--- src/pkg/lgh_regs_map.svh ---
// Register offsets, field positions and reset values of the line gain and
// headphone start-up register bank.
// Offsets are register indices on a 32-bit AXI4-Lite bus, one register a
// word, so the byte address of each register is four times its index.
`ifndef LGH_REGS_MAP_SVH
`define LGH_REGS_MAP_SVH

`define LGH_OFF_LINE_GAIN 8'h13
`define LGH_OFF_HP_START 8'h14
`define LGH_OFF_RSVD 8'h15
`define LGH_ADDR_LINE_GAIN (`LGH_OFF_LINE_GAIN * 8'h04)
`define LGH_ADDR_HP_START (`LGH_OFF_HP_START * 8'h04)
`define LGH_ADDR_RSVD (`LGH_OFF_RSVD * 8'h04)
`define LGH_ADDR_W 8
`define LGH_LG_RSVD_BIT 7
`define LGH_LG_MUTE_BIT 6
`define LGH_LG_GAIN_MSB 5
`define LGH_LG_GAIN_LSB 0
`define LGH_HP_STEP_MSB 7
`define LGH_HP_STEP_LSB 6
`define LGH_HP_SLOW_MSB 5
`define LGH_HP_SLOW_LSB 2
`define LGH_HP_RCHG_MSB 1
`define LGH_HP_RCHG_LSB 0
`define LGH_RST_MUTE 1'h1
`define LGH_RST_GAIN 6'h00
`define LGH_RST_STEP 2'h0
`define LGH_RST_SLOW 4'h0
`define LGH_RST_RCHG 2'h0
`define LGH_RST_RSVD 8'h00
`define LGH_GAIN_MIN 6'h3A
`define LGH_GAIN_MAX 6'h1D
`define LGH_SLOW_16TC 4'hE
`define LGH_RCHG_25K 2'h0
`define LGH_RCHG_RSVD 2'h3
`define LGH_RESP_OKAY 2'h0
`define LGH_RESP_SLVERR 2'h2
`define LGH_STEP_50MS 32'd50
`define LGH_CLK_KHZ 32'd25000

`endif

--- src/pkg/lgh_pkg.sv ---
// Types shared by the line gain and headphone start-up register bank.
// Assumes the register map header is compiled alongside.
package lgh_pkg;

    typedef struct packed {
        logic mute;
        logic [5:0] gain;
    } lgh_line_t;

    typedef struct packed {
        logic [1:0] step_sel;
        logic [3:0] slow_sel;
        logic [1:0] rchg_sel;
    } lgh_hp_t;

    typedef enum logic [1:0] {
        LGH_STEP_0 = 2'b00,
        LGH_STEP_50 = 2'b01,
        LGH_STEP_100 = 2'b10,
        LGH_STEP_200 = 2'b11
    } lgh_step_t;

    typedef enum logic [1:0] {
        LGH_B_IDLE = 2'b00,
        LGH_B_RESP = 2'b01
    } lgh_bus_t;

endpackage

--- src/design/lgh_regs.sv ---
// Register bank holding right line-output gain and headphone start-up
// control, reached over AXI4-Lite.
// Assumes a single 25 MHz clock; analog drivers sample the field outputs.
// Operation
// - Line gain bit 7 is reserved, reads zero and is written only as zero.
// - Line gain bit 6 mutes the right line output and resets to one.
// - Bits 5:0 set 1 dB gain steps, 0x3A is -6 dB, 0x1D is +29 dB, reset 0 dB.
// - Start-up bits 7:6 pick a 0, 50, 100 or 200 ms step time, reset 00.
// - Bits 5:2 pick slow power-up: 0000 off, others 0.5 to 32 time constants.
// - Bits 1:0 pick 25K, 6K or 2K charging, reset 25K, code 11 is reserved.
// - The register after the start-up register is reserved and reads zero.
//
// Design decision made here: the AXI4-Lite register port.
`include "lgh_regs_map.svh"
`timescale 1ns/10ps
module lgh_regs
    import lgh_pkg::*;
(
    input wire logic clk_sys, // System clock, 25 MHz.
    input wire logic arst_n, // Asynchronous reset, active low.
    input wire logic [7:0] s_axi_awaddr, // Write address.
    input wire logic s_axi_awvalid, // Write address valid.
    output logic s_axi_awready, // Write address ready.
    input wire logic [31:0] s_axi_wdata, // Write data.
    input wire logic [3:0] s_axi_wstrb, // Write byte strobes.
    input wire logic s_axi_wvalid, // Write data valid.
    output logic s_axi_wready, // Write data ready.
    output logic [1:0] s_axi_bresp, // Write response.
    output logic s_axi_bvalid, // Write response valid.
    input wire logic s_axi_bready, // Write response ready.
    input wire logic [7:0] s_axi_araddr, // Read address.
    input wire logic s_axi_arvalid, // Read address valid.
    output logic s_axi_arready, // Read address ready.
    output logic [31:0] s_axi_rdata, // Read data.
    output logic [1:0] s_axi_rresp, // Read response.
    output logic s_axi_rvalid, // Read data valid.
    input wire logic s_axi_rready, // Read data ready.
    output logic right_line_output_mute, // Right line-output mute.
    output logic [5:0] right_line_output_gain, // Right line-output gain.
    output logic [1:0] hp_step_sel, // Soft-routing step time select.
    output logic [3:0] hp_slow_sel, // Slow power-up select.
    output logic [1:0] hp_rchg_sel, // Charging resistance select.
    output logic soft_step_tick // Pulse once per soft-routing step.
);

    localparam int STEP_CYC = `LGH_STEP_50MS * `LGH_CLK_KHZ;
    localparam int STEP_W = 24;

    lgh_line_t line_reg, next_line_reg;
    lgh_hp_t hp_reg, next_hp_reg;

    // Write and read channel state.
    logic aw_held, next_aw_held;
    logic w_held, next_w_held;
    logic [7:0] aw_addr, next_aw_addr;
    logic [31:0] w_data, next_w_data;
    logic [3:0] w_strb, next_w_strb;
    logic bvalid, next_bvalid;
    logic [1:0] bresp, next_bresp;
    lgh_bus_t rd_state, next_rd_state;
    logic [31:0] rdata, next_rdata;
    logic [1:0] rresp, next_rresp;
    logic awready, next_awready;
    logic wready, next_wready;
    logic arready, next_arready;
    logic rvalid, next_rvalid;

    // Step timer state.
    logic [STEP_W-1:0] step_cnt, next_step_cnt;
    logic step_tick, next_step_tick;

    logic do_write;
    logic [STEP_W-1:0] step_len;

    assign do_write = aw_held && w_held && !bvalid;

    always_comb begin
        next_aw_held = aw_held;
        next_w_held = w_held;
        next_aw_addr = aw_addr;
        next_w_data = w_data;
        next_w_strb = w_strb;
        next_bvalid = bvalid;
        next_bresp = bresp;
        next_line_reg = line_reg;
        next_hp_reg = hp_reg;
        if (s_axi_awvalid && !aw_held) begin
            next_aw_held = 1'b1;
            next_aw_addr = s_axi_awaddr;
        end
        if (s_axi_wvalid && !w_held) begin
            next_w_held = 1'b1;
            next_w_data = s_axi_wdata;
            next_w_strb = s_axi_wstrb;
        end
        if (do_write) begin
            next_aw_held = 1'b0;
            next_w_held = 1'b0;
            next_bvalid = 1'b1;
            next_bresp = `LGH_RESP_OKAY;
            case (aw_addr)
                `LGH_ADDR_LINE_GAIN: begin
                    // Bit 7 has no storage, so it keeps reading zero.
                    if (w_strb[0]) begin
                        next_line_reg.mute =
                            w_data[`LGH_LG_MUTE_BIT];
                        next_line_reg.gain = w_data[`LGH_LG_GAIN_MSB:
                            `LGH_LG_GAIN_LSB];
                    end
                end
                `LGH_ADDR_HP_START: begin
                    if (w_strb[0]) begin
                        next_hp_reg.step_sel = w_data[`LGH_HP_STEP_MSB:
                            `LGH_HP_STEP_LSB];
                        next_hp_reg.slow_sel = w_data[`LGH_HP_SLOW_MSB:
                            `LGH_HP_SLOW_LSB];
                        next_hp_reg.rchg_sel = w_data[`LGH_HP_RCHG_MSB:
                            `LGH_HP_RCHG_LSB];
                    end
                end
                `LGH_ADDR_RSVD: begin
                    next_bresp = `LGH_RESP_OKAY;
                end
                default: begin
                    next_bresp = `LGH_RESP_SLVERR;
                end
            endcase
        end
        if (bvalid && s_axi_bready) begin
            next_bvalid = 1'b0;
        end
        next_awready = !next_aw_held;
        next_wready = !next_w_held;
    end

    always_comb begin
        next_rd_state = rd_state;
        next_rdata = rdata;
        next_rresp = rresp;
        case (rd_state)
            LGH_B_IDLE: begin
                if (s_axi_arvalid) begin
                    next_rd_state = LGH_B_RESP;
                    next_rdata = 32'h00000000;
                    next_rresp = `LGH_RESP_OKAY;
                    case (s_axi_araddr)
                        `LGH_ADDR_LINE_GAIN: begin
                            next_rdata[7:0] =
                                {1'b0, line_reg.mute, line_reg.gain};
                        end
                        `LGH_ADDR_HP_START: begin
                            next_rdata[7:0] = hp_reg;
                        end
                        `LGH_ADDR_RSVD: begin
                            next_rdata[7:0] = `LGH_RST_RSVD;
                        end
                        default: begin
                            next_rresp = `LGH_RESP_SLVERR;
                        end
                    endcase
                end
            end
            LGH_B_RESP: begin
                if (s_axi_rready) begin
                    next_rd_state = LGH_B_IDLE;
                end
            end
            default: begin
                next_rd_state = LGH_B_IDLE;
            end
        endcase
        next_arready = (next_rd_state == LGH_B_IDLE);
        next_rvalid = (next_rd_state == LGH_B_RESP);
    end

    // Soft-routing step timer: 50, 100 or 200 ms for codes 01, 10, 11; code 00 stops it.
    always_comb begin
        case (lgh_step_t'(hp_reg.step_sel))
            LGH_STEP_50: step_len = STEP_W'(STEP_CYC);
            LGH_STEP_100: step_len = STEP_W'(2 * STEP_CYC);
            LGH_STEP_200: step_len = STEP_W'(4 * STEP_CYC);
            default: step_len = '0;
        endcase
        next_step_tick = 1'b0;
        next_step_cnt = step_cnt;
        if (step_len == '0) begin
            next_step_cnt = '0;
        end else if (step_cnt >= step_len - 1'b1) begin
            next_step_cnt = '0;
            next_step_tick = 1'b1;
        end else begin
            next_step_cnt = step_cnt + 1'b1;
        end
    end

    always_ff @(posedge clk_sys or negedge arst_n) begin
        if (!arst_n) begin
            line_reg.mute <= `LGH_RST_MUTE;
            line_reg.gain <= `LGH_RST_GAIN;
            hp_reg.step_sel <= `LGH_RST_STEP;
            hp_reg.slow_sel <= `LGH_RST_SLOW;
            hp_reg.rchg_sel <= `LGH_RST_RCHG;
            aw_held <= 1'b0;
            w_held <= 1'b0;
            aw_addr <= 8'h00;
            w_data <= 32'h00000000;
            w_strb <= 4'h0;
            bvalid <= 1'b0;
            bresp <= `LGH_RESP_OKAY;
            rd_state <= LGH_B_IDLE;
            rdata <= 32'h00000000;
            rresp <= `LGH_RESP_OKAY;
            awready <= 1'b1;
            wready <= 1'b1;
            arready <= 1'b1;
            rvalid <= 1'b0;
            step_cnt <= '0;
            step_tick <= 1'b0;
        end else begin
            line_reg <= next_line_reg;
            hp_reg <= next_hp_reg;
            aw_held <= next_aw_held;
            w_held <= next_w_held;
            aw_addr <= next_aw_addr;
            w_data <= next_w_data;
            w_strb <= next_w_strb;
            bvalid <= next_bvalid;
            bresp <= next_bresp;
            rd_state <= next_rd_state;
            rdata <= next_rdata;
            rresp <= next_rresp;
            awready <= next_awready;
            wready <= next_wready;
            arready <= next_arready;
            rvalid <= next_rvalid;
            step_cnt <= next_step_cnt;
            step_tick <= next_step_tick;
        end
    end

    assign s_axi_awready = awready;
    assign s_axi_wready = wready;
    assign s_axi_bvalid = bvalid;
    assign s_axi_bresp = bresp;
    assign s_axi_arready = arready;
    assign s_axi_rvalid = rvalid;
    assign s_axi_rdata = rdata;
    assign s_axi_rresp = rresp;
    assign right_line_output_mute = line_reg.mute;
    assign right_line_output_gain = line_reg.gain;
    assign hp_step_sel = hp_reg.step_sel;
    assign hp_slow_sel = hp_reg.slow_sel;
    assign hp_rchg_sel = hp_reg.rchg_sel;
    assign soft_step_tick = step_tick;

    a_mute_reset: assert property (@(posedge clk_sys)
        $rose(arst_n) |-> right_line_output_mute)
        else $error("Mute not set after reset.");

    a_write_lands: assert property (@(posedge clk_sys)
        disable iff (!arst_n)
        do_write && aw_addr == `LGH_ADDR_LINE_GAIN && w_strb[0]
        |=> right_line_output_gain ==
            $past(w_data[`LGH_LG_GAIN_MSB:`LGH_LG_GAIN_LSB])
            && right_line_output_mute == $past(w_data[`LGH_LG_MUTE_BIT]))
        else $error("Line gain write not stored.");

    // Of the two stored registers only line gain has bit 7 reserved; start-up reads may set it.
    a_rsvd_bit_zero: assert property (@(posedge clk_sys)
        disable iff (!arst_n)
        s_axi_arvalid && s_axi_arready
            && s_axi_araddr == `LGH_ADDR_LINE_GAIN
        |=> s_axi_rvalid && !s_axi_rdata[`LGH_LG_RSVD_BIT])
        else $error("Reserved bit read as one.");

    a_rsvd_reg_zero: assert property (@(posedge clk_sys)
        disable iff (!arst_n)
        s_axi_arvalid && s_axi_arready && s_axi_araddr == `LGH_ADDR_RSVD
        |=> s_axi_rvalid && s_axi_rdata == 32'h00000000)
        else $error("Reserved register read nonzero.");

    a_hp_write: assert property (@(posedge clk_sys)
        disable iff (!arst_n)
        do_write && aw_addr == `LGH_ADDR_HP_START && w_strb[0]
        |=> {hp_step_sel, hp_slow_sel, hp_rchg_sel} == $past(w_data[7:0]))
        else $error("Start-up write not stored.");

    a_hp_readback: assert property (@(posedge clk_sys)
        disable iff (!arst_n)
        s_axi_arvalid && s_axi_arready && s_axi_araddr == `LGH_ADDR_HP_START
        |=> s_axi_rdata[7:0] == $past(hp_reg))
        else $error("Start-up readback wrong.");

    a_gain_read: assert property (@(posedge clk_sys)
        disable iff (!arst_n)
        s_axi_arvalid && s_axi_arready
            && s_axi_araddr == `LGH_ADDR_LINE_GAIN
        |=> s_axi_rdata[5:0] == $past(line_reg.gain))
        else $error("Gain readback wrong.");

    a_step_off: assert property (@(posedge clk_sys)
        disable iff (!arst_n)
        hp_step_sel == `LGH_RST_STEP ##1 hp_step_sel == `LGH_RST_STEP
        |-> !soft_step_tick)
        else $error("Step tick with zero step time.");

endmodule

--- config.mk ---
export PLATFORM = sky130hd
export DESIGN_NAME = lgh_regs
export DESIGN_NICKNAME = d
export VERILOG_FILES = /design/src/pkg/lgh_pkg.sv /design/src/design/lgh_regs.sv
export VERILOG_INCLUDE_DIRS = /design/src /design/src/pkg
export SDC_FILE = /design/constraint.sdc
export NUM_CORES = 1
export LEC_CHECK = 0
export ABC_AREA = 1
export BUFFER_PORTS_ARGS = -buffer_cell sky130_fd_sc_hd__buf_2
export CORE_UTILIZATION = 53
export CTS_CLUSTER_DIAMETER = 150
export DETAILED_ROUTE_END_ITERATION = 10
export MAX_ROUTING_LAYER = met4
export PLACE_DENSITY = 0.82
export SLEW_MARGIN = 25
export SYNTH_ARGS = -nofsm -noshare
export SYNTH_HDL_FRONTEND = slang
export SYNTH_SLANG_ARGS = --single-unit
--- constraint.sdc ---
create_clock -name clk_sys -period 2.8 [get_ports clk_sys]
set_input_delay 0.28 -clock clk_sys [delete_from_list [all_inputs] [get_ports clk_sys]]
set_output_delay 0.28 -clock clk_sys [all_outputs]
set_load 0.01 [all_outputs]
-- Word level (Yosys, flattened, before mapping)
Cells that the tools add are included.
- memories: 0
- register bits after elaboration: 78
- bits in writable memories: 0
- bits in latches: 0
- output and inout port bits: 57
- input port bits: 59
- word-level logic and storage cells: 71
- ROM bits: 0
- $add $sub $neg: 2
- shift-type cells: 0
- divide/modulo/power cells: 0
- bitwise logic cells: 0
- $mul: 0
- muxes and demuxes: 17
- magnitude comparators: 1
- equality and inequality tests: 11
- reductions and logical operators: 19
- operator list (kind ; count):
    $pmux 23 s3 ; 1
    $eq 8x7->1 const B ; 6
    $mux 24 ; 2
    $add 24x1->24 const B ; 1
    $ge 24x24->1 ; 1
    $logic_not 24->1 ; 1
    $sub 24x1->24 const B ; 1
    $pmux 8 s2 ; 1
    $mux 1 ; 8
    $mux 2 ; 4
    $eq 2x1->1 const B ; 3
    $reduce_and 3->1 ; 2
    $reduce_or 3->1 ; 2
    $logic_and 1x1->1 ; 5
    $logic_not 1->1 ; 5
    $eq 2x2->1 const B ; 2
    $logic_not 2->1 ; 2
    $pmux 2 s2 ; 1
    $reduce_and 2->1 ; 1
    $reduce_bool 2->1 ; 1

-- Longest topological paths before layout
Gate-level depths: netlist (run 1).
- depth after elaboration: 6
- depth in mapped cells: 15
- depth with buffers taken out: 14

-- Worst setup path after synthesis (run 1)
OpenSTA, ideal clock, no wires.
- kind: register to register
- start point: reg hp_reg, in the netlist hp_step_sel[0]
- end point: reg step_cnt[17]
- data arrival time: 2.581 ns
- slack: 0.147 ns
- path buffers: 2
- period minus slack after synthesis: 2.653 ns
- data required time: 2.728 ns
- stages on the path, launching flop included: 16
- setup time: 0.072 ns
- path through: dfrtp_1 -> inv_1 -> ha_1 -> inv_2 -> clkbuf_1 -> ha_1 -> inv_1 -> ha_1 -> nand2_1 -> nor2_1 -> inv_1 -> a21oi_1 -> nor2_1 -> nand3_4 -> buf_6 -> nor2_1
- cells in the longest elaborated chain, start to end: 6
- elaborated cells between the ends (all ways): 9
- those cells by class: 1 x add/sub; 1 x order compare; 3 x eq/ne; 3 x mux; 1 x reduce/logical
- ends and longest elaborated chain (element ; line ; text):
    from (decl) ; lgh_regs.sv:50 ; lgh_hp_t hp_reg, next_hp_reg;
    from (signal assigned) ; lgh_regs.sv:221 ; hp_reg <= next_hp_reg;
    $eq 2x2->1 or $eq 2x1->1 (tied branches) ; lgh_regs.sv:178 ; case (lgh_step_t'(hp_reg.step_sel))
    $pmux 23 s3 * ; lgh_regs.sv:178 ;
    $sub 24x1->24 ; lgh_regs.sv:188 ; end else if (step_cnt >= step_len - 1'b1) begin
    $ge 24x24->1 ; lgh_regs.sv:188 ;
    $mux 24 ; lgh_regs.sv:188 ;
    $mux 24 * ; lgh_regs.sv:186 ; if (step_len == '0) begin
    net next_step_cnt[17] ; lgh_regs.sv:69 ; logic [STEP_W-1:0] step_cnt, next_step_cnt;
    to (signal assigned) ; lgh_regs.sv:236 ; step_cnt <= next_step_cnt;
    to (decl) ; lgh_regs.sv:69 ;
The timed path passes the listed nets; every way through them passes the cells marked *.
A chain may end at the register's enable or synchronous reset.

-- Final worst setup path (run 1)
- start point: reg hp_reg, in the netlist hp_step_sel[1]
- end point: reg step_cnt[2]
Same word-level chain as after synthesis.

==> results of run 1 <==
## cells in the mapped netlist
cell                       count
sky130_fd_sc_hd__a21oi_1      13
sky130_fd_sc_hd__xor2_1        1
sky130_fd_sc_hd__ha_1         28
sky130_fd_sc_hd__o21bai_1      3
sky130_fd_sc_hd__nand2_2       3
sky130_fd_sc_hd__buf_2         2
sky130_fd_sc_hd__nor3_2        3
sky130_fd_sc_hd__nor3_4        1
sky130_fd_sc_hd__nand2_4       1
sky130_fd_sc_hd__conb_1        1
sky130_fd_sc_hd__nor2_1       80
sky130_fd_sc_hd__nand3b_1      1
sky130_fd_sc_hd__clkbuf_1      1
sky130_fd_sc_hd__nor4_4        1
sky130_fd_sc_hd__o21ai_0       8
sky130_fd_sc_hd__inv_1        41
sky130_fd_sc_hd__mux2_2       15
sky130_fd_sc_hd__buf_4        26
sky130_fd_sc_hd__or2_2         6
sky130_fd_sc_hd__nand3_1      61
sky130_fd_sc_hd__nand4_1       1
sky130_fd_sc_hd__o21ai_1       1
sky130_fd_sc_hd__inv_2         3
sky130_fd_sc_hd__nand3_4       1
sky130_fd_sc_hd__dfrtp_1      72
sky130_fd_sc_hd__o211ai_1      4
sky130_fd_sc_hd__nand2_1     127
sky130_fd_sc_hd__buf_6         2
sky130_fd_sc_hd__dfstp_2       4
sky130_fd_sc_hd__a22o_1        1
sky130_fd_sc_hd__a21o_1        1
sky130_fd_sc_hd__a31oi_1       7
sky130_fd_sc_hd__nor2_2        3
sky130_fd_sc_hd__nor2_4        5
## per-layer routing
layer  vias to the layer above  wire, µm  share of wire  global-route usage
met2                       155      4610           0.48               0.385
met3                        20       562          0.058              0.0353
li1                       1811         -              -                   -
met1                      1787      4280           0.44               0.334
met5                         -         0              0                   -
met4                         0       177          0.018              0.0808
## per-stage QoR
stage | hold WS (ns) | area (µm²) | power [W] | setup TNS (ns) | utilization
2_1_floorplan | -0.0156 | 4480 | 0.00205 | 0 | -
3_3_place_gp | 0.457 | 4710 | 0.00228 | 0 | 0.600
3_5_place_dp | 0.466 | 4710 | 0.00234 | 0 | 0.600
4_1_cts | 0.0996 | 4940 | 0.00329 | 0 | 0.629
5_1_grt | 0.00314 | 4940 | 0.00347 | -0.00178 | 0.630
6_report | -0.0526 | 4940 | 0.00328 | 0 | 0.630
## power by group through the flow
stage	Combinational (W)	Sequential, W	Clock (W)
floorplan	0.000527	0.00152	0
global placement	0.000767	0.00151	0
detailed placement	0.000809	0.00153	0
CTS	0.000816	0.00150	0.000973
global route	0.000908	0.00154	0.00103
finish	0.000814	0.00151	0.000963
## worst max-delay path by stage
stage,from,endpoint,cells past startpoint
finish,hp_step_sel[1],step_cnt[2],13
global route,hp_step_sel[1],step_cnt[4],13
detailed placement,hp_step_sel[1],step_cnt[21],13
global placement,hp_step_sel[1],step_cnt[11],13
CTS,hp_step_sel[1],step_cnt[2],13
floorplan,hp_step_sel[0],step_cnt[17],15
## layout make-up
| class | instances | area, µm² | area share |
|---|---|---|---|
| multi-input combinational | 403 | 2180 | 0.440 |
| sequential | 76 | 1910 | 0.386 |
| timing repair buffer | 65 | 339 | 0.0686 |
| inverter | 44 | 165 | 0.0334 |
| tap | 102 | 128 | 0.0258 |
| clock buffer | 9 | 124 | 0.0251 |
| clock inverter | 7 | 105 | 0.0213 |
## logic make-up after synthesis
| logic type | synth area share |
|---|---|
| adders and majority gates | 0.0800 |
| DFF | 0.435 |
| other | 0.000856 |
| xor gates and xnor gates | 0.00200 |
| muxes | 0.0385 |
| and+or+nand+nor | 0.302 |
| AOI/OAI and AO/OA | 0.0508 |
| buffers and inverters | 0.0905 |
## state kept, by name, summed over array words and instances, names as in the netlist, 2 cells and up
signal and count:
aw_addr 8, hp_rchg_sel 2, hp_slow_sel 4, hp_step_sel 2, rd_state 2, right_line_output_gain 6, s_axi_rdata 8, step_cnt 24
w_data 8
## critical path: stages, from the launching register on
cell and delay [ns]:
sky130_fd_sc_hd__dfrtp_1 0.46, sky130_fd_sc_hd__inv_1 0.16, sky130_fd_sc_hd__ha_1 0.22, sky130_fd_sc_hd__inv_2 0.07
sky130_fd_sc_hd__ha_1 0.29, sky130_fd_sc_hd__inv_1 0.11, sky130_fd_sc_hd__ha_1 0.24, sky130_fd_sc_hd__nand2_1 0.07
sky130_fd_sc_hd__nor2_1 0.06, sky130_fd_sc_hd__inv_1 0.06, sky130_fd_sc_hd__a21oi_1 0.04, sky130_fd_sc_hd__nor2_1 0.23
sky130_fd_sc_hd__nand3_4 0.30, sky130_fd_sc_hd__nor2_1 0.19
==> insert_results.sql, run 1 <==
INSERT INTO impl_metrics (metric_group, metric, value, unit) VALUES
('power_and_ir_drop', 'pwr-share-seq', '0.459', ''),
('timing', 'fin_worst_hold_slack', '-0.0526', 'ns'),
('routing', 'wl_per_cell', '13.6', 'µm'),
('timing', 'rsz0062_at_grt', 'true', ''),
('timing', 'fin_ws', '0.208', 'ns'),
('clock_tree', 'cts.sinks', '76', ''),
('worst_setup_path', 'start_kind', 'flip-flop', ''),
('grt', 'grt_start_max_net_pins', '77', ''),
('timing', 'worst_case_clock_skew', '0.00757', 'ns'),
('power_and_ir_drop', 'power.clock.fraction', '0.293', ''),
('worst_setup_path', 'crit_required', '3.07', 'ns'),
('timing', 'final_min_period_over_clock_period', '0.926', ''),
('worst_setup_path', 'r2r_slack', '0.21', 'ns'),
('worst_setup_path', 'reg2reg_to', 'step_cnt[2]', ''),
('timing', 'final_hold_violations', '72', ''),
('clock_tree', 'cts.reportedPaths.clkPinSlew', '0.09', 'ns'),
('grt', 'grt_resource_usage_total', '0.247', ''),
('grt', 'grt_pass1_vias', '3524', ''),
('worst_setup_path', 'worstSetupEndpointType', 'flip-flop', ''),
('worst_setup_path', 'worst_r2r_startpoint', 'hp_step_sel[1]', ''),
('routing', 'sum_of_routed_wire_length_over_all_layers', '9630', 'µm'),
('run_status', 'status', 'complete, but fails checks', ''),
('timing', 'finalSetupViolations', '0', ''),
('die', 'die_w', '92.9', 'µm'),
('clock_tree', 'cts_setup_buffers', '0', ''),
('timing', 'max_clock_freq', '386', 'MHz'),
('clock_tree', 'cts_root_buffer', 'sky130_fd_sc_hd__clkbuf_8', ''),
('die', 'chipHeight', '92.9', 'µm'),
('layout', 'post_layout_nonfiller_instances', '706', ''),
('routing', 'drtPass1Iterations', '5', ''),
('layout', 'layout_cell_share_with_drive_strength_beyond_1', '0.210', ''),
('routing', 'dr.first_iter.drc_count', '279', ''),
('layout', 'antenna-diode-count', '0', ''),
('routing', 'routed-via-count', '3773', ''),
('worst_setup_path', 'timing.critical_path.fanout_max', '24', ''),
('worst_setup_path', 'crit_arrival', '2.86', 'ns'),
('timing', 'count_of_pins_over_their_slew_limit', '0', ''),
('clock_tree', 'ctsLongestPathBuffers', '2', ''),
('timing', 'max_slew.worst_pin.slew', '0.678', 'ns'),
('synth', 'synth.cell_area', '4380', 'µm²'),
('layout', 'areaGrowthSynthToFinish', '12.8', '%'),
('placed_design', 'hpwl_after_dpl', '7280', 'µm'),
('synth', 'netlist_instances', '528', ''),
('placed_design', 'io_buffer_count', '62', ''),
('clock_tree', 'cts_inserted_buffers', '9', ''),
('worst_setup_path', 'criticalPathCategory', 'reg -> reg', ''),
('die', 'design.core.area', '7850', 'µm²'),
('power_and_ir_drop', 'irDropWorstVdd', '0.655', 'mV'),
('run_status', 'violations', 'negative hold slack', ''),
('clock_tree', 'insertion_delay', '0.35', 'ns'),
('run', 'drv_cap', '0', ''),
('placed_design', 'placed_cells_incl_taps', '690', ''),
('power_and_ir_drop', 'internal-power', '0.00217', 'W'),
('power_and_ir_drop', 'powerDensity', '664', 'nW/µm²'),
('placed_design', 'gp_congestion', '0.889', ''),
('synth', 'synth_warnings', '0', ''),
('timing', 'timing.slew.headroom', '0.548', ''),
('die', 'start_util', '0.558', ''),
('layout', 'design.final.nets', '686', ''),
('grt', 'global_route.overflow_total', '0', ''),
('die', 'die_ar', '8640', 'µm²'),
('placed_design', 'preCtsSetupSlack', '0.221', 'ns'),
('hold_path', 'hold_path.class', 'in -> async', ''),
('layout', 'final_common_cell', 'sky130_fd_sc_hd__nand2_1', ''),
('die', 'top_level_ports', '116', ''),
('power_and_ir_drop', 'power.switching_fraction', '0.338', ''),
('clock_tree', 'postCtsHoldBufs', '0', ''),
('clock_tree', 'htree_levels', '3', ''),
('synth', 'syn_avg_cell_area', '8.30', 'µm²'),
('grt', 'grt_pass1_wl', '16300', 'µm'),
('synth', 'synth_top_area_share', '0.411', '');
Power figures use the tool's default switching activity.
==> inputs of run 2 (changes only) <==
Settings changed: RECOVER_POWER set to 100.
==> insert_results.sql, run 2 (same netlist as run 1, synthesis figures left out) <==
INSERT INTO impl_metrics (metric_group, metric, value, unit) VALUES
('run_status', 'status', 'complete, but fails checks', ''),
('run_status', 'violations', 'max-capacitance violations, max-slew violations', ''),
('die', 'chipHeight', '92.9', 'µm'),
('power_and_ir_drop', 'irDropWorstVdd', '0.623', 'mV'),
('routing', 'vias_per_cell', '5.30', ''),
('grt', 'global_route.overflow_total', '0', ''),
('routing', 'wl_per_cell', '13.6', 'µm'),
('timing', 'rsz0062_at_grt', 'true', ''),
('clock_tree', 'htree_levels', '3', ''),
('timing', 'worst_case_clock_skew', '0.00849', 'ns'),
('clock_tree', 'postCtsHoldBufs', '0', ''),
('timing', 'timing.slew.headroom', '-0.238', ''),
('worst_setup_path', 'criticalPathCategory', 'reg -> reg', ''),
('layout', 'final.fill_count', '696', ''),
('routing', 'drtPass1Iterations', '4', ''),
('die', 'top_level_ports', '116', ''),
('layout', 'layout.cell_area.non_filler', '4870', 'µm²'),
('power_and_ir_drop', 'cellLeakagePower', '2.45', 'nW'),
('placed_design', 'io_buffer_count', '62', ''),
('placed_design', 'gp_congestion', '0.889', ''),
('layout', 'areaGrowthSynthToFinish', '11.2', '%'),
('worst_setup_path', 'worst_r2r_startpoint', 'hp_step_sel[1]', ''),
('routing', 'drt_antenna_net_count', '0', ''),
('worst_setup_path', 'reg2reg_depth', '13', ''),
('clock_tree', 'cts.reportedPaths.clkPinSlew', '0.08', 'ns'),
('clock_tree', 'cts_inserted_buffers', '9', ''),
('die', 'start_util', '0.558', ''),
('layout', 'final_common_cell', 'sky130_fd_sc_hd__nand2_1', ''),
('layout', 'largest_register_ffs', '24', ''),
('hold_path', 'hold_path.class', 'in -> reg', ''),
('routing', 'dr.first_iter.drc_count', '268', ''),
('layout', 'max_flop_register', 'step_cnt', ''),
('clock_tree', 'insertion_delay', '0.35', 'ns'),
('worst_setup_path', 'path_cells', 'inv_1, ha_1, inv_2, ha_1, inv_1, ha_1, nand2_1, nor2_1, inv_1, a21oi_1, nor2_1, nand3_4, nor2_1', ''),
('worst_setup_path', 'crit_required', '3.06', 'ns'),
('layout', 'most-common-layout-cells', '127 x sky130_fd_sc_hd__nand2_1, 80 x sky130_fd_sc_hd__nor2_1, 72 x sky130_fd_sc_hd__dfrtp_1', ''),
('power_and_ir_drop', 'powerDensity', '664', 'nW/µm²'),
('clock_tree', 'cts.sinks', '76', ''),
('die', 'die_ar', '8640', 'µm²'),
('timing', 'final_hold_violations', '0', ''),
('timing', 'tns', '0', 'ns'),
('timing', 'count_of_pins_over_their_slew_limit', '77', ''),
('worst_setup_path', 'r2r_slack', '0.21', 'ns'),
('worst_setup_path', 'slowest_stage', 'sky130_fd_sc_hd__dfrtp_1', ''),
('routing', 'routed-via-count', '3745', ''),
('placed_design', 'hpwl_after_dpl', '7280', 'µm'),
('die', 'die_w', '92.9', 'µm'),
('layout', 'design.final.nets', '686', ''),
('grt', 'grt_resource_usage_total', '0.247', ''),
('worst_setup_path', 'worstSetupEndpointType', 'flip-flop', ''),
('layout', 'antenna-diode-count', '0', ''),
('timing', 'max_slew.worst_pin.slew', '1.86', 'ns'),
('worst_setup_path', 'reg2reg_to', 'step_cnt[2]', ''),
('clock_tree', 'cts_root_buffer', 'sky130_fd_sc_hd__clkbuf_8', ''),
('grt', 'grt_pass1_vias', '3524', ''),
('worst_setup_path', 'max_stage_delay', '0.46', 'ns'),
('hold_path', 'hold_path_end', 's_axi_bvalid', ''),
('layout', 'layout_cell_share_with_drive_strength_beyond_1', '0.159', ''),
('grt', 'grt_pass1_wl', '16300', 'µm'),
('worst_setup_path', 'crit_arrival', '2.85', 'ns'),
('placed_design', 'dpl_cell_area', '4710', 'µm²'),
('timing', 'min_period', '2.59', 'ns'),
('routing', 'sum_of_routed_wire_length_over_all_layers', '9580', 'µm'),
('run', 'drv_cap', '1', ''),
('clock_tree', 'cts_tree', 'done', ''),
('routing', 'residual_drc', '0', ''),
('timing', 'max_clock_freq', '387', 'MHz'),
('grt', 'number_of_antenna_violations_at_the_first_check_in_global_routing', '0', ''),
('clock_tree', 'ctsLongestPathBuffers', '2', ''),
('hold_path', 'worstHoldStart', 's_axi_bready', ''),
('timing', 'final_min_period_over_clock_period', '0.924', ''),
('hold_path', 'worstHoldPathCells', '2', ''),
('die', 'design.core.area', '7850', 'µm²'),
('worst_setup_path', 'start_kind', 'flip-flop', ''),
('grt', 'grt_start_max_net_pins', '77', ''),
('die', 'fp-row-count', '32', ''),
('timing', 'finalSetupViolations', '0', ''),
('worst_setup_path', 'timing.critical_path.fanout_max', '24', '');
run 2: changes by cell type in the layout (fill, tap and decap cells not counted):
cell	delta
sky130_fd_sc_hd__nor4_4	-1
sky130_fd_sc_hd__nor3_4	-1
sky130_fd_sc_hd__buf_2	-28
sky130_fd_sc_hd__nor3_2	-1
sky130_fd_sc_hd__clkbuf_2	+1
sky130_fd_sc_hd__o21ai_1	-1
sky130_fd_sc_hd__o21ai_0	+1
sky130_fd_sc_hd__nor3_1	+2
sky130_fd_sc_hd__clkbuf_1	+28
sky130_fd_sc_hd__buf_6	-1
sky130_fd_sc_hd__nor4_1	+1
run 2: what timing repair did:
| action | in CTS | in global routing |
|---|---|---|
| buffers inserted | 0 | 0 |
| endpoints found under the hold margin | 0 | 0 |
| endpoints found under the setup margin | 0 | 6 |
| resized for setup | 0 | 0 |
run 2: area by class of cell:
type                    instances  area (µm²)  area share
clock buffers                   9         124      0.0254
clock inverters                 7         105      0.0216
inverters                      44         165      0.0339
multi-input cells             403        2140       0.440
flip-flops and latches         76        1910       0.391
well taps                     102         128      0.0262
repair buffers                 65         298      0.0611
run 2: worst max-delay path by stage:
stage                        start            to  slack, ns
global placement    hp_step_sel[1]  step_cnt[11]       0.34
finish              hp_step_sel[1]   step_cnt[2]       0.21
floorplan           hp_step_sel[0]  step_cnt[17]       0.15
detailed placement  hp_step_sel[1]  step_cnt[21]       0.22
global route        hp_step_sel[1]   step_cnt[4]     -0.002
CTS                 hp_step_sel[1]   step_cnt[2]       0.22
run 2: routing by layer:
metal | GRT usage | vias up | wire length, µm
li1 | - | 1806 | -
met1 | 0.334 | 1776 | 4250
met2 | 0.385 | 147 | 4610
met3 | 0.0353 | 16 | 562
met4 | 0.0808 | 0 | 162
met5 | - | - | 0
run 2: worst max-delay path, delay by kind of cell, from the launching register on:
family                   cells  cell delay, ns
adder cells (fa/ha/maj)      3            0.75
flip-flops                   1            0.46
AND/OR/NAND/NOR              5            0.85
buffers and inverters        4            0.40
AO/OA/AOI/OAI                1            0.04
run 2: where the power goes:
group	leakage [nW]	switching (W)	internal [W]
sequential	0.977	0.000163	0.00133
clock	0.113	0.000444	0.000518
combinational	1.36	0.000474	0.000303
total	2.45	0.00108	0.00215
run 2: through the flow:
step	power, W	setup slack (ns)	utilization	hold WS, ns	cells
finish	0.00323	0.213	0.621	0.107	706
global route	0.00343	-0.00178	0.621	0.0857	706
CTS	0.00329	0.218	0.629	0.0996	706
detailed placement	0.00234	0.221	0.600	0.466	690
global placement	0.00228	0.345	0.600	0.457	690
floorplan	0.00205	0.147	-	-0.0156	554
==> inputs of run 3 (changes only) <==
Settings changed: GPL_TIMING_DRIVEN set to 0.
==> insert_results.sql, run 3 (same netlist as run 1, synthesis figures left out) <==
INSERT INTO impl_metrics (metric_group, metric, value, unit) VALUES
('die', 'top_level_ports', '116', ''),
('clock_tree', 'ctsLongestPathBuffers', '2', ''),
('clock_tree', 'htree_levels', '3', ''),
('timing', 'final_min_period_over_clock_period', '0.936', ''),
('timing', 'timing.slew.headroom', '-0.250', ''),
('power_and_ir_drop', 'cellLeakagePower', '2.58', 'nW'),
('power_and_ir_drop', 'power.clock.fraction', '0.254', ''),
('run_status', 'status', 'complete, but fails checks', ''),
('routing', 'vias_per_cell', '5.19', ''),
('power_and_ir_drop', 'power.switching_fraction', '0.354', ''),
('run', 'drv_cap', '1', ''),
('worst_setup_path', 'criticalPathCategory', 'reg -> reg', ''),
('layout', 'most-common-layout-cells', '127 x sky130_fd_sc_hd__nand2_1, 80 x sky130_fd_sc_hd__nor2_1, 70 x sky130_fd_sc_hd__dfrtp_1', ''),
('grt', 'grt_start_max_net_pins', '43', ''),
('die', 'design.core.area', '7850', 'µm²'),
('placed_design', 'hpwl_after_dpl', '7470', 'µm'),
('routing', 'wl_per_cell', '13.2', 'µm'),
('hold_path', 'hold_path.class', 'in -> reg', ''),
('layout', 'final_common_cell', 'sky130_fd_sc_hd__nand2_1', ''),
('timing', 'max_clock_freq', '382', 'MHz'),
('routing', 'drtPass1Iterations', '4', ''),
('timing', 'final_hold_violations', '0', ''),
('timing', 'max_slew.worst_pin.slew', '1.88', 'ns'),
('clock_tree', 'cts.sinks', '76', ''),
('grt', 'grt_pass1_vias', '3660', ''),
('routing', 'dr.first_iter.drc_count', '192', ''),
('clock_tree', 'cts_tree', 'done', ''),
('placed_design', 'gp_congestion', '0.993', ''),
('routing', 'residual_drc', '0', ''),
('layout', 'areaGrowthSynthToFinish', '15.8', '%'),
('worst_setup_path', 'crit_arrival', '2.86', 'ns'),
('timing', 'rsz0062_at_grt', 'false', ''),
('power_and_ir_drop', 'switchingPower', '0.00109', 'W'),
('layout', 'layout_cell_share_with_drive_strength_beyond_1', '0.198', ''),
('placed_design', 'io_buffer_count', '62', ''),
('layout', 'largest_register_ffs', '24', ''),
('layout', 'max_flop_register', 'step_cnt', ''),
('grt', 'global_route.overflow_total', '0', ''),
('worst_setup_path', 'timing.critical_path.fanout_max', '18', ''),
('die', 'fp-row-count', '32', ''),
('grt', 'number_of_antenna_violations_at_the_first_check_in_global_routing', '0', ''),
('timing', 'min_period', '2.62', 'ns'),
('clock_tree', 'cts_root_buffer', 'sky130_fd_sc_hd__clkbuf_8', ''),
('die', 'start_util', '0.558', ''),
('grt', 'grt_pass1_wl', '16300', 'µm'),
('worst_setup_path', 'start_kind', 'flip-flop', ''),
('routing', 'drt_antenna_net_count', '0', ''),
('grt', 'grt_resource_usage_total', '0.249', ''),
('layout', 'post_layout_nonfiller_instances', '737', ''),
('timing', 'fin_ws', '0.179', 'ns'),
('power_and_ir_drop', 'irDropWorstVdd', '0.480', 'mV'),
('power_and_ir_drop', 'powerDensity', '607', 'nW/µm²'),
('layout', 'design.final.nets', '717', ''),
('placed_design', 'placed_cells_incl_taps', '719', ''),
('run_status', 'violations', 'max-capacitance violations, max-slew violations', ''),
('placed_design', 'preCtsSetupSlack', '-0.496', 'ns'),
('timing', 'count_of_pins_over_their_slew_limit', '35', ''),
('layout', 'antenna-diode-count', '0', ''),
('power_and_ir_drop', 'pwr-share-seq', '0.489', ''),
('worst_setup_path', 'crit_required', '3.04', 'ns'),
('power_and_ir_drop', 'power_frac_comb', '0.258', ''),
('worst_setup_path', 'worstSetupEndpointType', 'flip-flop', ''),
('die', 'die_w', '92.9', 'µm'),
('die', 'chipHeight', '92.9', 'µm'),
('timing', 'worst_case_clock_skew', '0.0110', 'ns'),
('routing', 'routed-via-count', '3824', ''),
('routing', 'sum_of_routed_wire_length_over_all_layers', '9760', 'µm'),
('clock_tree', 'cts.reportedPaths.clkPinSlew', '0.09', 'ns'),
('die', 'die_ar', '8640', 'µm²'),
('clock_tree', 'insertion_delay', '0.35', 'ns'),
('clock_tree', 'cts_inserted_buffers', '9', ''),
('timing', 'finalSetupViolations', '0', ''),
('power_and_ir_drop', 'internal-power', '0.00199', 'W');
run 3: cell count changes in the layout (fill, tap and decap cells not counted), sizes merged:
cell	previous run	this run
buf	36	64
bufinv	2	0
clkbuf	38	40
clkinv	0	1
clkinvlp	1	2
dlygate4sd3	0	1
run 3: layout make-up:
cell class,count,area [µm²]
Fill cell,678,2770
Inverter,44,168
Multi-Input combinational cell,403,2150
Clock buffer,9,124
Tap cell,102,128
Sequential cell,76,1910
Buffer,30,226
Timing Repair Buffer,66,315
Clock inverter,7,57.6
run 3: worst paths after layout:
check / from / end / slack (ns) / depth (start not counted)
setup reg to reg: hp_step_sel[1] / step_cnt[8] / 0.18 / 14
hold reg to reg: aw_held / s_axi_awready / 0.49 / 1
setup / recovery: hp_step_sel[1] / step_cnt[8] / 0.18 / 14
max in group asynchronous: arst_n / s_axi_bvalid / 0.74 / 2
hold / removal: s_axi_bready / s_axi_bvalid / 0.1 / 2
min in group asynchronous: arst_n / aw_held / 0.97 / 2
run 3: per-layer routing:
metal,part of all wire,routed length (µm),track usage,up-vias
li1,-,-,-,1869
met1,0.43,4170,0.304,1789
met2,0.48,4710,0.400,141
met3,0.061,598,0.0411,25
met4,0.029,280,0.127,0
met5,0,0,-,-
run 3: power groups by stage:
stage	clock network (W)	registers, W	logic (W)
2_1_floorplan	0	0.00152	0.000527
3_3_place_gp	0	0.00152	0.000778
3_5_place_dp	0	0.00154	0.000814
4_1_cts	0.000801	0.00152	0.000813
5_1_grt	0.000845	0.00153	0.000890
6_report	0.000781	0.00150	0.000793
run 3: what timing repair did:
action / in CTS / in global routing
setup endpoints to repair: 25 / 22
hold endpoints to repair: 32 / 0
resized for setup: 1 / 5
buffers inserted: 0 / 2
cloned: 0 / 0
hold buffers: 1 / 0
run 3: per-stage QoR:
| step | cell area, µm² | util | hold slack (ns) | TNS (ns) | power [W] |
|---|---|---|---|---|---|
| 2_1_floorplan | 4480 | - | -0.0156 | 0 | 0.00205 |
| 3_3_place_gp | 4920 | 0.627 | 0.457 | -9.98 | 0.00230 |
| 3_5_place_dp | 4940 | 0.629 | 0.263 | -10.83 | 0.00235 |
| 4_1_cts | 5130 | 0.654 | 0.0833 | 0 | 0.00313 |
| 5_1_grt | 5070 | 0.647 | 0.0900 | 0 | 0.00327 |
| 6_report | 5070 | 0.647 | 0.0969 | 0 | 0.00308 |
run 3: critical path, cell delays in order (launching register included):
cell and delay [ns]:
sky130_fd_sc_hd__dfrtp_2 0.48, sky130_fd_sc_hd__inv_2 0.12, sky130_fd_sc_hd__ha_2 0.23, sky130_fd_sc_hd__inv_4 0.10, sky130_fd_sc_hd__ha_1 0.31, sky130_fd_sc_hd__inv_1 0.08, sky130_fd_sc_hd__ha_1 0.28, sky130_fd_sc_hd__nand2_1 0.05
sky130_fd_sc_hd__nor2_1 0.14, sky130_fd_sc_hd__nand2_1 0.12, sky130_fd_sc_hd__nor2_1 0.11, sky130_fd_sc_hd__nand2_1 0.10, sky130_fd_sc_hd__nand3_4 0.16, sky130_fd_sc_hd__buf_6 0.16, sky130_fd_sc_hd__nor2_1 0.06
